[src/fpd_pkg.sv]
// Constants for the front end power down register bank.
// Assumes a 40 MHz register clock and a 32-bit classic Wishbone slave.
package fpd_pkg;

  // ==========================================================
  // Channel count and bus shape
  localparam int NUM_CH = 16;
  localparam int REG_W = 16;
  localparam int ADR_W = 10;
  localparam int IDX_W = 8;
  localparam int DAT_W = 32;
  localparam int SEL_W = 4;

  // ==========================================================
  // Register indices, byte address is index times four
  localparam logic [IDX_W-1:0] CHAN_PD_IDX = 8'hc5;
  localparam logic [IDX_W-1:0] BLOCK_PD_IDX = 8'hc6;
  localparam logic [IDX_W-1:0] STATUS_IDX = 8'hd0;

  // ==========================================================
  // Reset values
  localparam logic [REG_W-1:0] CHAN_PD_RST = 16'h0000;
  localparam logic [REG_W-1:0] BLOCK_PD_RST = 16'h0000;

  // ==========================================================
  // Block power down fields
  localparam int QUICK_SLEEP_BIT = 0;
  localparam int FULL_SLEEP_BIT = 1;
  localparam int AMP_OFF_BIT = 2;
  localparam int FILTER_OFF_BIT = 3;

  // ==========================================================
  // Status fields
  localparam int STAT_READY_BIT = 0;
  localparam int STAT_WAKING_BIT = 1;
  localparam int STAT_SLOW_BIT = 2;
  localparam int STAT_ANY_CH_BIT = 3;

  // ==========================================================
  // Wake timing
  localparam int CLK_MHZ = 40;
  localparam int FAST_WAKE_NS = 1000;
  localparam int SLOW_WAKE_NS = 100000;
  localparam int FAST_WAKE_CYC = (FAST_WAKE_NS * CLK_MHZ + 999) / 1000;
  localparam int SLOW_WAKE_CYC = (SLOW_WAKE_NS * CLK_MHZ + 999) / 1000;
  localparam int WAKE_CNT_W = 16;

endpackage : fpd_pkg

[src/fpd_reg_if.sv]
// Request and answer path between the bus slave and the register bank.
// Assumes both ends run on the same clock.
`timescale 1ns/100ps
interface fpd_reg_if;
  logic req;
  logic we;
  logic [fpd_pkg::IDX_W-1:0] idx;
  logic [fpd_pkg::DAT_W-1:0] wdata;
  logic [fpd_pkg::SEL_W-1:0] be;
  logic [fpd_pkg::DAT_W-1:0] rdata;

  modport bus
  (
    output req, we, idx, wdata, be,
    input rdata
  );

  modport regs
  (
    input req, we, idx, wdata, be,
    output rdata
  );
endinterface : fpd_reg_if

[src/fpd_power_regs.sv]
// Power down register bank of the amplifier die, with per-block controls.
// Assumes software access over classic Wishbone on the 40 MHz clock.
//
// What this block does
// - One bit per channel, bit 15 is channel 16
// - Channel bit stops only its amplifier-die parts
// - Control fields read/write, reset to zero; status fields read-only
// - Bit 3 switches the low-pass filter off
// - Bit 2 switches the low-noise amplifier off
// - Bit 1 full sleep, slow wake recovery
// - Sleep bits never stop the converter
//
// Local design decision: the Wishbone register port.
`timescale 1ns/100ps
module fpd_power_regs
#(
  parameter int NUM_CH = fpd_pkg::NUM_CH,
  parameter int FAST_WAKE_CYC = fpd_pkg::FAST_WAKE_CYC,
  parameter int SLOW_WAKE_CYC = fpd_pkg::SLOW_WAKE_CYC
)
(
  input wire logic mclk_i,
  input wire logic srst_i,
  input wire logic wb_cyc_i,
  input wire logic wb_stb_i,
  input wire logic wb_we_i,
  input wire logic [fpd_pkg::ADR_W-1:0] wb_adr_i,
  input wire logic [fpd_pkg::DAT_W-1:0] wb_dat_i,
  input wire logic [fpd_pkg::SEL_W-1:0] wb_sel_i,
  output logic wb_ack_o,
  output logic [fpd_pkg::DAT_W-1:0] wb_dat_o,
  output logic [NUM_CH-1:0] lna_off_o,
  output logic [NUM_CH-1:0] lpf_off_o,
  output logic [NUM_CH-1:0] mixer_off_o,
  output logic [NUM_CH-1:0] lna_partial_o,
  output logic tgc_off_o,
  output logic amp_die_ready_o
);

  // ==========================================================
  // Bus front end
  fpd_reg_if rif ();

  fpd_wb_slave u_slave
  (
    .mclk_i (mclk_i),
    .srst_i (srst_i),
    .wb_cyc_i (wb_cyc_i),
    .wb_stb_i (wb_stb_i),
    .wb_we_i (wb_we_i),
    .wb_adr_i (wb_adr_i),
    .wb_dat_i (wb_dat_i),
    .wb_sel_i (wb_sel_i),
    .wb_ack_o (wb_ack_o),
    .wb_dat_o (wb_dat_o),
    .rif (rif)
  );

  // ==========================================================
  // Helpers

  // Byte-lane merge of a 16-bit register
  function automatic logic [fpd_pkg::REG_W-1:0] fpd_merge
  (
    input logic [fpd_pkg::REG_W-1:0] old_v,
    input logic [fpd_pkg::DAT_W-1:0] wd,
    input logic [fpd_pkg::SEL_W-1:0] be
  );
    logic [fpd_pkg::REG_W-1:0] v;
    v = old_v;
    if (be[0])
    begin
      v[7:0] = wd[7:0];
    end
    if (be[1])
    begin
      v[15:8] = wd[15:8];
    end
    return v;
  endfunction : fpd_merge

  // Widen a 16-bit value onto the data bus, upper bits zero
  function automatic logic [fpd_pkg::DAT_W-1:0] fpd_widen
  (
    input logic [fpd_pkg::REG_W-1:0] v
  );
    return {{(fpd_pkg::DAT_W - fpd_pkg::REG_W){1'b0}}, v};
  endfunction : fpd_widen

  // Write strobe for one register; req is high only in the ack cycle,
  // so a strobe held too long cannot write twice
  function automatic logic fpd_wr_hit
  (
    input logic req,
    input logic we,
    input logic [fpd_pkg::IDX_W-1:0] idx,
    input logic [fpd_pkg::IDX_W-1:0] target
  );
    return req && we && (idx == target);
  endfunction : fpd_wr_hit

  // Channel bits combined with one block-wide switch
  function automatic logic [NUM_CH-1:0] fpd_with_block
  (
    input logic [NUM_CH-1:0] chans,
    input logic block_off
  );
    return chans | {NUM_CH{block_off}};
  endfunction : fpd_with_block

  // ==========================================================
  // Registers
  logic [fpd_pkg::REG_W-1:0] chan_power_down;
  logic [fpd_pkg::REG_W-1:0] next_chan_power_down;
  logic [fpd_pkg::REG_W-1:0] block_power_down;
  logic [fpd_pkg::REG_W-1:0] next_block_power_down;
  logic wr_chan;
  logic wr_block;

  assign wr_chan = fpd_wr_hit(rif.req, rif.we, rif.idx,
    fpd_pkg::CHAN_PD_IDX);
  assign wr_block = fpd_wr_hit(rif.req, rif.we, rif.idx,
    fpd_pkg::BLOCK_PD_IDX);

  always_comb
  begin
    next_chan_power_down = chan_power_down;
    next_block_power_down = block_power_down;
    if (wr_chan)
    begin
      next_chan_power_down = fpd_merge(chan_power_down, rif.wdata,
        rif.be);
    end
    if (wr_block)
    begin
      // Reserved bits are stored as written; host keeps them zero
      next_block_power_down = fpd_merge(block_power_down, rif.wdata,
        rif.be);
    end
  end

  always_ff @(posedge mclk_i)
  begin
    if (srst_i)
    begin
      chan_power_down <= fpd_pkg::CHAN_PD_RST;
      block_power_down <= fpd_pkg::BLOCK_PD_RST;
    end
    else
    begin
      chan_power_down <= next_chan_power_down;
      block_power_down <= next_block_power_down;
    end
  end

  // ==========================================================
  // Field decode
  logic quick_sleep;
  logic full_sleep;
  logic amp_off;
  logic filter_off;
  logic [NUM_CH-1:0] chan_off;

  assign quick_sleep = block_power_down[fpd_pkg::QUICK_SLEEP_BIT];
  assign full_sleep = block_power_down[fpd_pkg::FULL_SLEEP_BIT];
  assign amp_off = block_power_down[fpd_pkg::AMP_OFF_BIT];
  assign filter_off = block_power_down[fpd_pkg::FILTER_OFF_BIT];
  assign chan_off = chan_power_down[NUM_CH-1:0];

  // ==========================================================
  // Wake timer
  // Full sleep also stops the gain engine, so it needs the long count.
  logic [fpd_pkg::WAKE_CNT_W-1:0] wake_cnt;
  logic [fpd_pkg::WAKE_CNT_W-1:0] next_wake_cnt;
  logic slow_wake;
  logic next_slow_wake;
  logic ready;
  logic next_ready;

  always_comb
  begin
    next_wake_cnt = wake_cnt;
    next_slow_wake = slow_wake;
    next_ready = ready;
    if (full_sleep)
    begin
      next_wake_cnt = fpd_pkg::WAKE_CNT_W'(SLOW_WAKE_CYC);
      next_slow_wake = 1'b1;
      next_ready = 1'b0;
    end
    else if (quick_sleep)
    begin
      // A slow wake already running is not cut short by quick sleep
      if (!slow_wake || (wake_cnt < fpd_pkg::WAKE_CNT_W'(FAST_WAKE_CYC)))
      begin
        next_wake_cnt = fpd_pkg::WAKE_CNT_W'(FAST_WAKE_CYC);
        next_slow_wake = 1'b0;
      end
      next_ready = 1'b0;
    end
    else if (wake_cnt != '0)
    begin
      next_wake_cnt = wake_cnt - 1'b1;
      next_ready = (wake_cnt == fpd_pkg::WAKE_CNT_W'(1));
    end
    else
    begin
      next_slow_wake = 1'b0;
      next_ready = 1'b1;
    end
  end

  always_ff @(posedge mclk_i)
  begin
    if (srst_i)
    begin
      wake_cnt <= '0;
      slow_wake <= 1'b0;
      ready <= 1'b1;
    end
    else
    begin
      wake_cnt <= next_wake_cnt;
      slow_wake <= next_slow_wake;
      ready <= next_ready;
    end
  end

  // ==========================================================
  // Power controls to the amplifier die
  // Nothing here reaches the converter; it has no control from this bank.
  logic [NUM_CH-1:0] next_lna_off;
  logic [NUM_CH-1:0] next_lpf_off;
  logic [NUM_CH-1:0] next_mixer_off;
  logic [NUM_CH-1:0] next_lna_partial;
  logic next_tgc_off;

  always_comb
  begin
    next_lna_off = fpd_with_block(chan_off, amp_off | full_sleep);
    next_lpf_off = fpd_with_block(chan_off, filter_off | full_sleep);
    next_mixer_off = fpd_with_block(chan_off, full_sleep);
    // Partial state only where the part is not already fully off
    next_lna_partial = {NUM_CH{quick_sleep}} & ~next_lna_off;
    next_tgc_off = full_sleep;
  end

  always_ff @(posedge mclk_i)
  begin
    if (srst_i)
    begin
      lna_off_o <= '0;
      lpf_off_o <= '0;
      mixer_off_o <= '0;
      lna_partial_o <= '0;
      tgc_off_o <= 1'b0;
    end
    else
    begin
      lna_off_o <= next_lna_off;
      lpf_off_o <= next_lpf_off;
      mixer_off_o <= next_mixer_off;
      lna_partial_o <= next_lna_partial;
      tgc_off_o <= next_tgc_off;
    end
  end

  assign amp_die_ready_o = ready;

  // ==========================================================
  // Read back
  logic [fpd_pkg::REG_W-1:0] status;

  always_comb
  begin
    status = '0;
    status[fpd_pkg::STAT_READY_BIT] = ready;
    status[fpd_pkg::STAT_WAKING_BIT] = (wake_cnt != '0);
    status[fpd_pkg::STAT_SLOW_BIT] = slow_wake;
    status[fpd_pkg::STAT_ANY_CH_BIT] = |chan_off;
  end

  always_comb
  begin
    case (rif.idx)
      fpd_pkg::CHAN_PD_IDX:
      begin
        rif.rdata = fpd_widen(chan_power_down);
      end
      fpd_pkg::BLOCK_PD_IDX:
      begin
        // Reserved bits read back as stored, so a host slip stays visible
        rif.rdata = fpd_widen(block_power_down);
      end
      fpd_pkg::STATUS_IDX:
      begin
        rif.rdata = fpd_widen(status);
      end
      default:
      begin
        rif.rdata = '0;
      end
    endcase
  end

endmodule : fpd_power_regs

[src/fpd_wb_slave.sv]
// Classic Wishbone slave front end for the power down register bank.
// Assumes a master that holds its request until it samples ack high.
`timescale 1ns/100ps
module fpd_wb_slave
(
  input wire logic mclk_i,
  input wire logic srst_i,
  input wire logic wb_cyc_i,
  input wire logic wb_stb_i,
  input wire logic wb_we_i,
  input wire logic [fpd_pkg::ADR_W-1:0] wb_adr_i,
  input wire logic [fpd_pkg::DAT_W-1:0] wb_dat_i,
  input wire logic [fpd_pkg::SEL_W-1:0] wb_sel_i,
  output logic wb_ack_o,
  output logic [fpd_pkg::DAT_W-1:0] wb_dat_o,
  fpd_reg_if.bus rif
);

  // ==========================================================
  // Handshake state
  typedef enum logic {FPD_IDLE = 1'b0, FPD_ACK = 1'b1} fpd_state_e;

  fpd_state_e state;
  fpd_state_e next_state;
  logic [fpd_pkg::DAT_W-1:0] dat;
  logic [fpd_pkg::DAT_W-1:0] next_dat;

  // Write lands at the edge where the master sees ack
  assign rif.req = (state == FPD_ACK);
  assign rif.we = wb_we_i;
  assign rif.idx = wb_adr_i[fpd_pkg::ADR_W-1:2];
  assign rif.wdata = wb_dat_i;
  assign rif.be = wb_sel_i;
  assign wb_ack_o = (state == FPD_ACK);
  assign wb_dat_o = dat;

  always_comb
  begin
    next_state = state;
    next_dat = dat;
    case (state)
      FPD_IDLE:
      begin
        if (wb_cyc_i && wb_stb_i)
        begin
          next_state = FPD_ACK;
          next_dat = wb_we_i ? '0 : rif.rdata;
        end
      end
      FPD_ACK:
      begin
        // Always one idle cycle, so a held stb never double counts
        next_state = FPD_IDLE;
      end
      default:
      begin
        next_state = FPD_IDLE;
      end
    endcase
  end

  always_ff @(posedge mclk_i)
  begin
    if (srst_i)
    begin
      state <= FPD_IDLE;
      dat <= '0;
    end
    else
    begin
      state <= next_state;
      dat <= next_dat;
    end
  end

endmodule : fpd_wb_slave

[config.mk]
export PLATFORM = sky130hd
export DESIGN_NAME = fpd_power_regs
export DESIGN_NICKNAME = d
export VERILOG_FILES = /design/src/fpd_pkg.sv /design/src/fpd_reg_if.sv /design/src/fpd_power_regs.sv /design/src/fpd_wb_slave.sv
export SDC_FILE = /design/constraint.sdc
export NUM_CORES = 1
export LEC_CHECK = 0
export BUFFER_PORTS_ARGS = -buffer_cell sky130_fd_sc_hd__buf_4
export CORE_MARGIN = 2
export CORE_UTILIZATION = 51
export DETAILED_ROUTE_END_ITERATION = 12
export PLACE_DENSITY_LB_ADDON = 0.3
export SETUP_SLACK_MARGIN = 0.05
export SLEW_MARGIN = 20
export SYNTH_ARGS = -nofsm -noshare
export SYNTH_HDL_FRONTEND = slang
export SYNTH_SLANG_ARGS = --single-unit
export TNS_END_PERCENT = 20
[constraint.sdc]
create_clock -name mclk_i -period 2 [get_ports mclk_i]
set_input_delay 0.2 -clock mclk_i [delete_from_list [all_inputs] [get_ports mclk_i]]
set_output_delay 0.2 -clock mclk_i [all_outputs]
set_load 0.02 [all_outputs]
==> flow_summary.yaml <==
power:
  peakVddDrop_mv: 0.713
  leakagePower_nw: 3.04
  finalPower_mw: 7.50
  power.density_nw_per_um2: 1100
floorplanning:
  dieArea_um2: 10600
  io_pins: 150
  dieWidth_um: 103
  die_h_um: 103
  start_util: 0.518
  num_rows: 36
  core_um2: 9640
outcome:
  status: "complete, no violations"
setup_path:
  crit_arrival_ns: 2.30
  critPathKind: "reg -> reg"
  worstPathRequired_ns: 2.40
  start_kind: "flop"
  cp_max_fo: 5
  end_kind: "flop"
cts:
  cts_root_buffer: "clkbuf_8"
  path_clk_slew_ns: 0.06
  clk_path_buf_depth: 2
  cts.sinks: 132
  cts_made_buffers: 17
  cts_tree: "done"
  clock_latency_ns: 0.51
  cts_max_level: 4
  cts_setup_buffers: 0
timing:
  setup-violations-final: 0
  fin_skew_ns: 0.00936
  finalHoldViolations: 0
  fin_hold_ws_ns: 0.0358
  min_period_ns: 1.90
  period_share: 0.949
  fmax_ghz: 0.527
  maxSlewHeadroom: 0.537
  slew_violations: 0
  rsz0062_at_grt: "true"
  finalSetupTns_ns: 0
  worst_pin_slew_ns: 0.694
detailed_routing:
  ant_nets: 0
  drt-vias-per-instance: 5.35
  drc_errors: 0
  wire_per_inst_um: 15.9
  vias: 4476
  routed_wl_mm: 13.3
  dr.pass1.iters: 8
  drt-initial-drc-count: 249
finish:
  final_cell_mix: "nor2_1 (142), buf_4 (142), dfxtp_1 (132)"
  area_delta_synth_final_pct: 36.5
  diodes: 0
  final_cell_area_um2: 6810
  nNetsFinal: 745
  drive_gt1_frac: 0.273
logic_synthesis:
  syn_avg_cell_area_um2: 9.17
  synth_top_cell_by_area: "dfxtp_1"
  synthTopCellsByArea: "dfxtp_1 (53%), nor2_1 (11%), mux2i_1 (6.4%)"
  ys.flop_type: "dfxtp_1"
  yosys.cell_types.count: 59
  ys_seq_elements: 132
  synth_top_area_share: 0.530
  synth_edf_count: 0
  synth_area_um2: 4990
  ys_warn_count: 0
  netlist_instances: 544
  async_flop_share: 0
  ys_seq_area_frac: 0.530
worst_hold_path:
  min_path_type: "in -> reg"
global_route:
  antenna_found_initial: 0
  grt_pass1_wl_mm: 20.1
  grt_max_degree: 74
  overflow: 0
  grt_pass1_vias: 4019
  track_usage: 0.249
placed_design:
  dpl.hpwl_mm: 8.90
  routabilityCongestion: 0.944
  post_dp_cell_area_um2: 6040
  portBuffers: 113
run:
  maxCapViolCount: 0
-- logic make-up after synthesis --
kind of cell               count (synthesis)  share of synthesized area
AOI/OAI and AO/OA                         93                      0.125
xor gates and xnor gates                   3                    0.00527
adders and majority gates                  2                    0.00502
buffers and inverters                     49                     0.0507
DFF                                      132                      0.530
muxes                                     35                     0.0710
other                                      1                   0.000752
and+or+nand+nor                          229                      0.212
-- cell type report --
class	count	area [µm²]
Timing Repair Buffer	158	1230
Tap cell	133	166
Clock inverter	14	178
Inverter	5	18.8
Clock buffer	17	414
Fill cell	743	2830
Sequential cell	132	2640
Multi-Input combinational cell	378	2170
-- state kept, by name, indices dropped and copies added, names as in the netlist --
register	count
block_power_down	16
u_slave.rif.req	1
mixer_off_o	16
lna_off_o	16
tgc_off_o	1
chan_off	16
u_slave.wb_dat_o	16
wake_cnt	16
amp_die_ready_o	1
slow_wake	1
lna_partial_o	16
lpf_off_o	16
-- routing by layer --
layer  routed length (µm)  up-vias  track usage
met5                    0        -            0
li1                     -     2143            -
met1                 5960     2088        0.337
met2                 6230      219        0.396
met3                  886       26       0.0556
met4                  207        0       0.0830
-- critical path, stage by stage (launching register included) --
cell	delay [ns]
dfxtp_1	0.35
nor4_2	0.41
a41o_2	0.35
o21ai_2	0.14
o2111a_1	0.25
a311o_1	0.30
-- synth_stat cells (all sizes together) (3+ instances only) --
| library cell | instances |
|---|---|
| a21oi | 10 |
| a22o | 3 |
| a22oi | 16 |
| a31oi | 4 |
| and2 | 5 |
| and3 | 3 |
| buf | 20 |
| clkbuf | 24 |
| dfxtp | 132 |
| inv | 5 |
| mux2 | 3 |
| mux2i | 32 |
| nand2 | 29 |
| nand2b | 4 |
| nand3 | 7 |
| nand3b | 3 |
| nand4 | 3 |
| nor2 | 142 |
| nor2b | 3 |
| nor3 | 9 |
| nor4 | 10 |
| o2111ai | 4 |
| o211ai | 5 |
| o21ai | 37 |
| or2 | 3 |
-- power breakdown --
group	total [mW]	internal, mW	switching [mW]
clock	3.09	1.91	1.19
sequential	2.89	2.74	0.153
combinational	1.51	0.658	0.848
-- through the flow --
| step | utilization | setup slack, ns | std cells |
|---|---|---|---|
| after floorplan | - | 0.224 | 559 |
| after global placement | 0.627 | 0.176 | 790 |
| after detailed placement | 0.627 | 0.134 | 790 |
| after CTS | 0.705 | 0.110 | 837 |
| after global routing | 0.707 | 0.0349 | 837 |
| final | 0.707 | 0.102 | 837 |
-- what timing repair did --
item	CTS	global route
gates resized for setup	0	3
endpoints found under the hold margin	32	0
hold buffers	16	0
endpoints found under the setup margin	0	4
-- worst paths after layout --
check | to | from | cells after the start | slack, ns
min reg2reg | u_slave.wb_dat_o[15] | u_slave.wb_dat_o[15] | 2 | 0.46
max | wake_cnt[11] | wake_cnt[15] | 5 | 0.10
min | block_power_down[14] | srst_i | 2 | 0.04
max reg2reg | wake_cnt[11] | wake_cnt[15] | 5 | 0.10
Power figures use the tool's default switching activity.
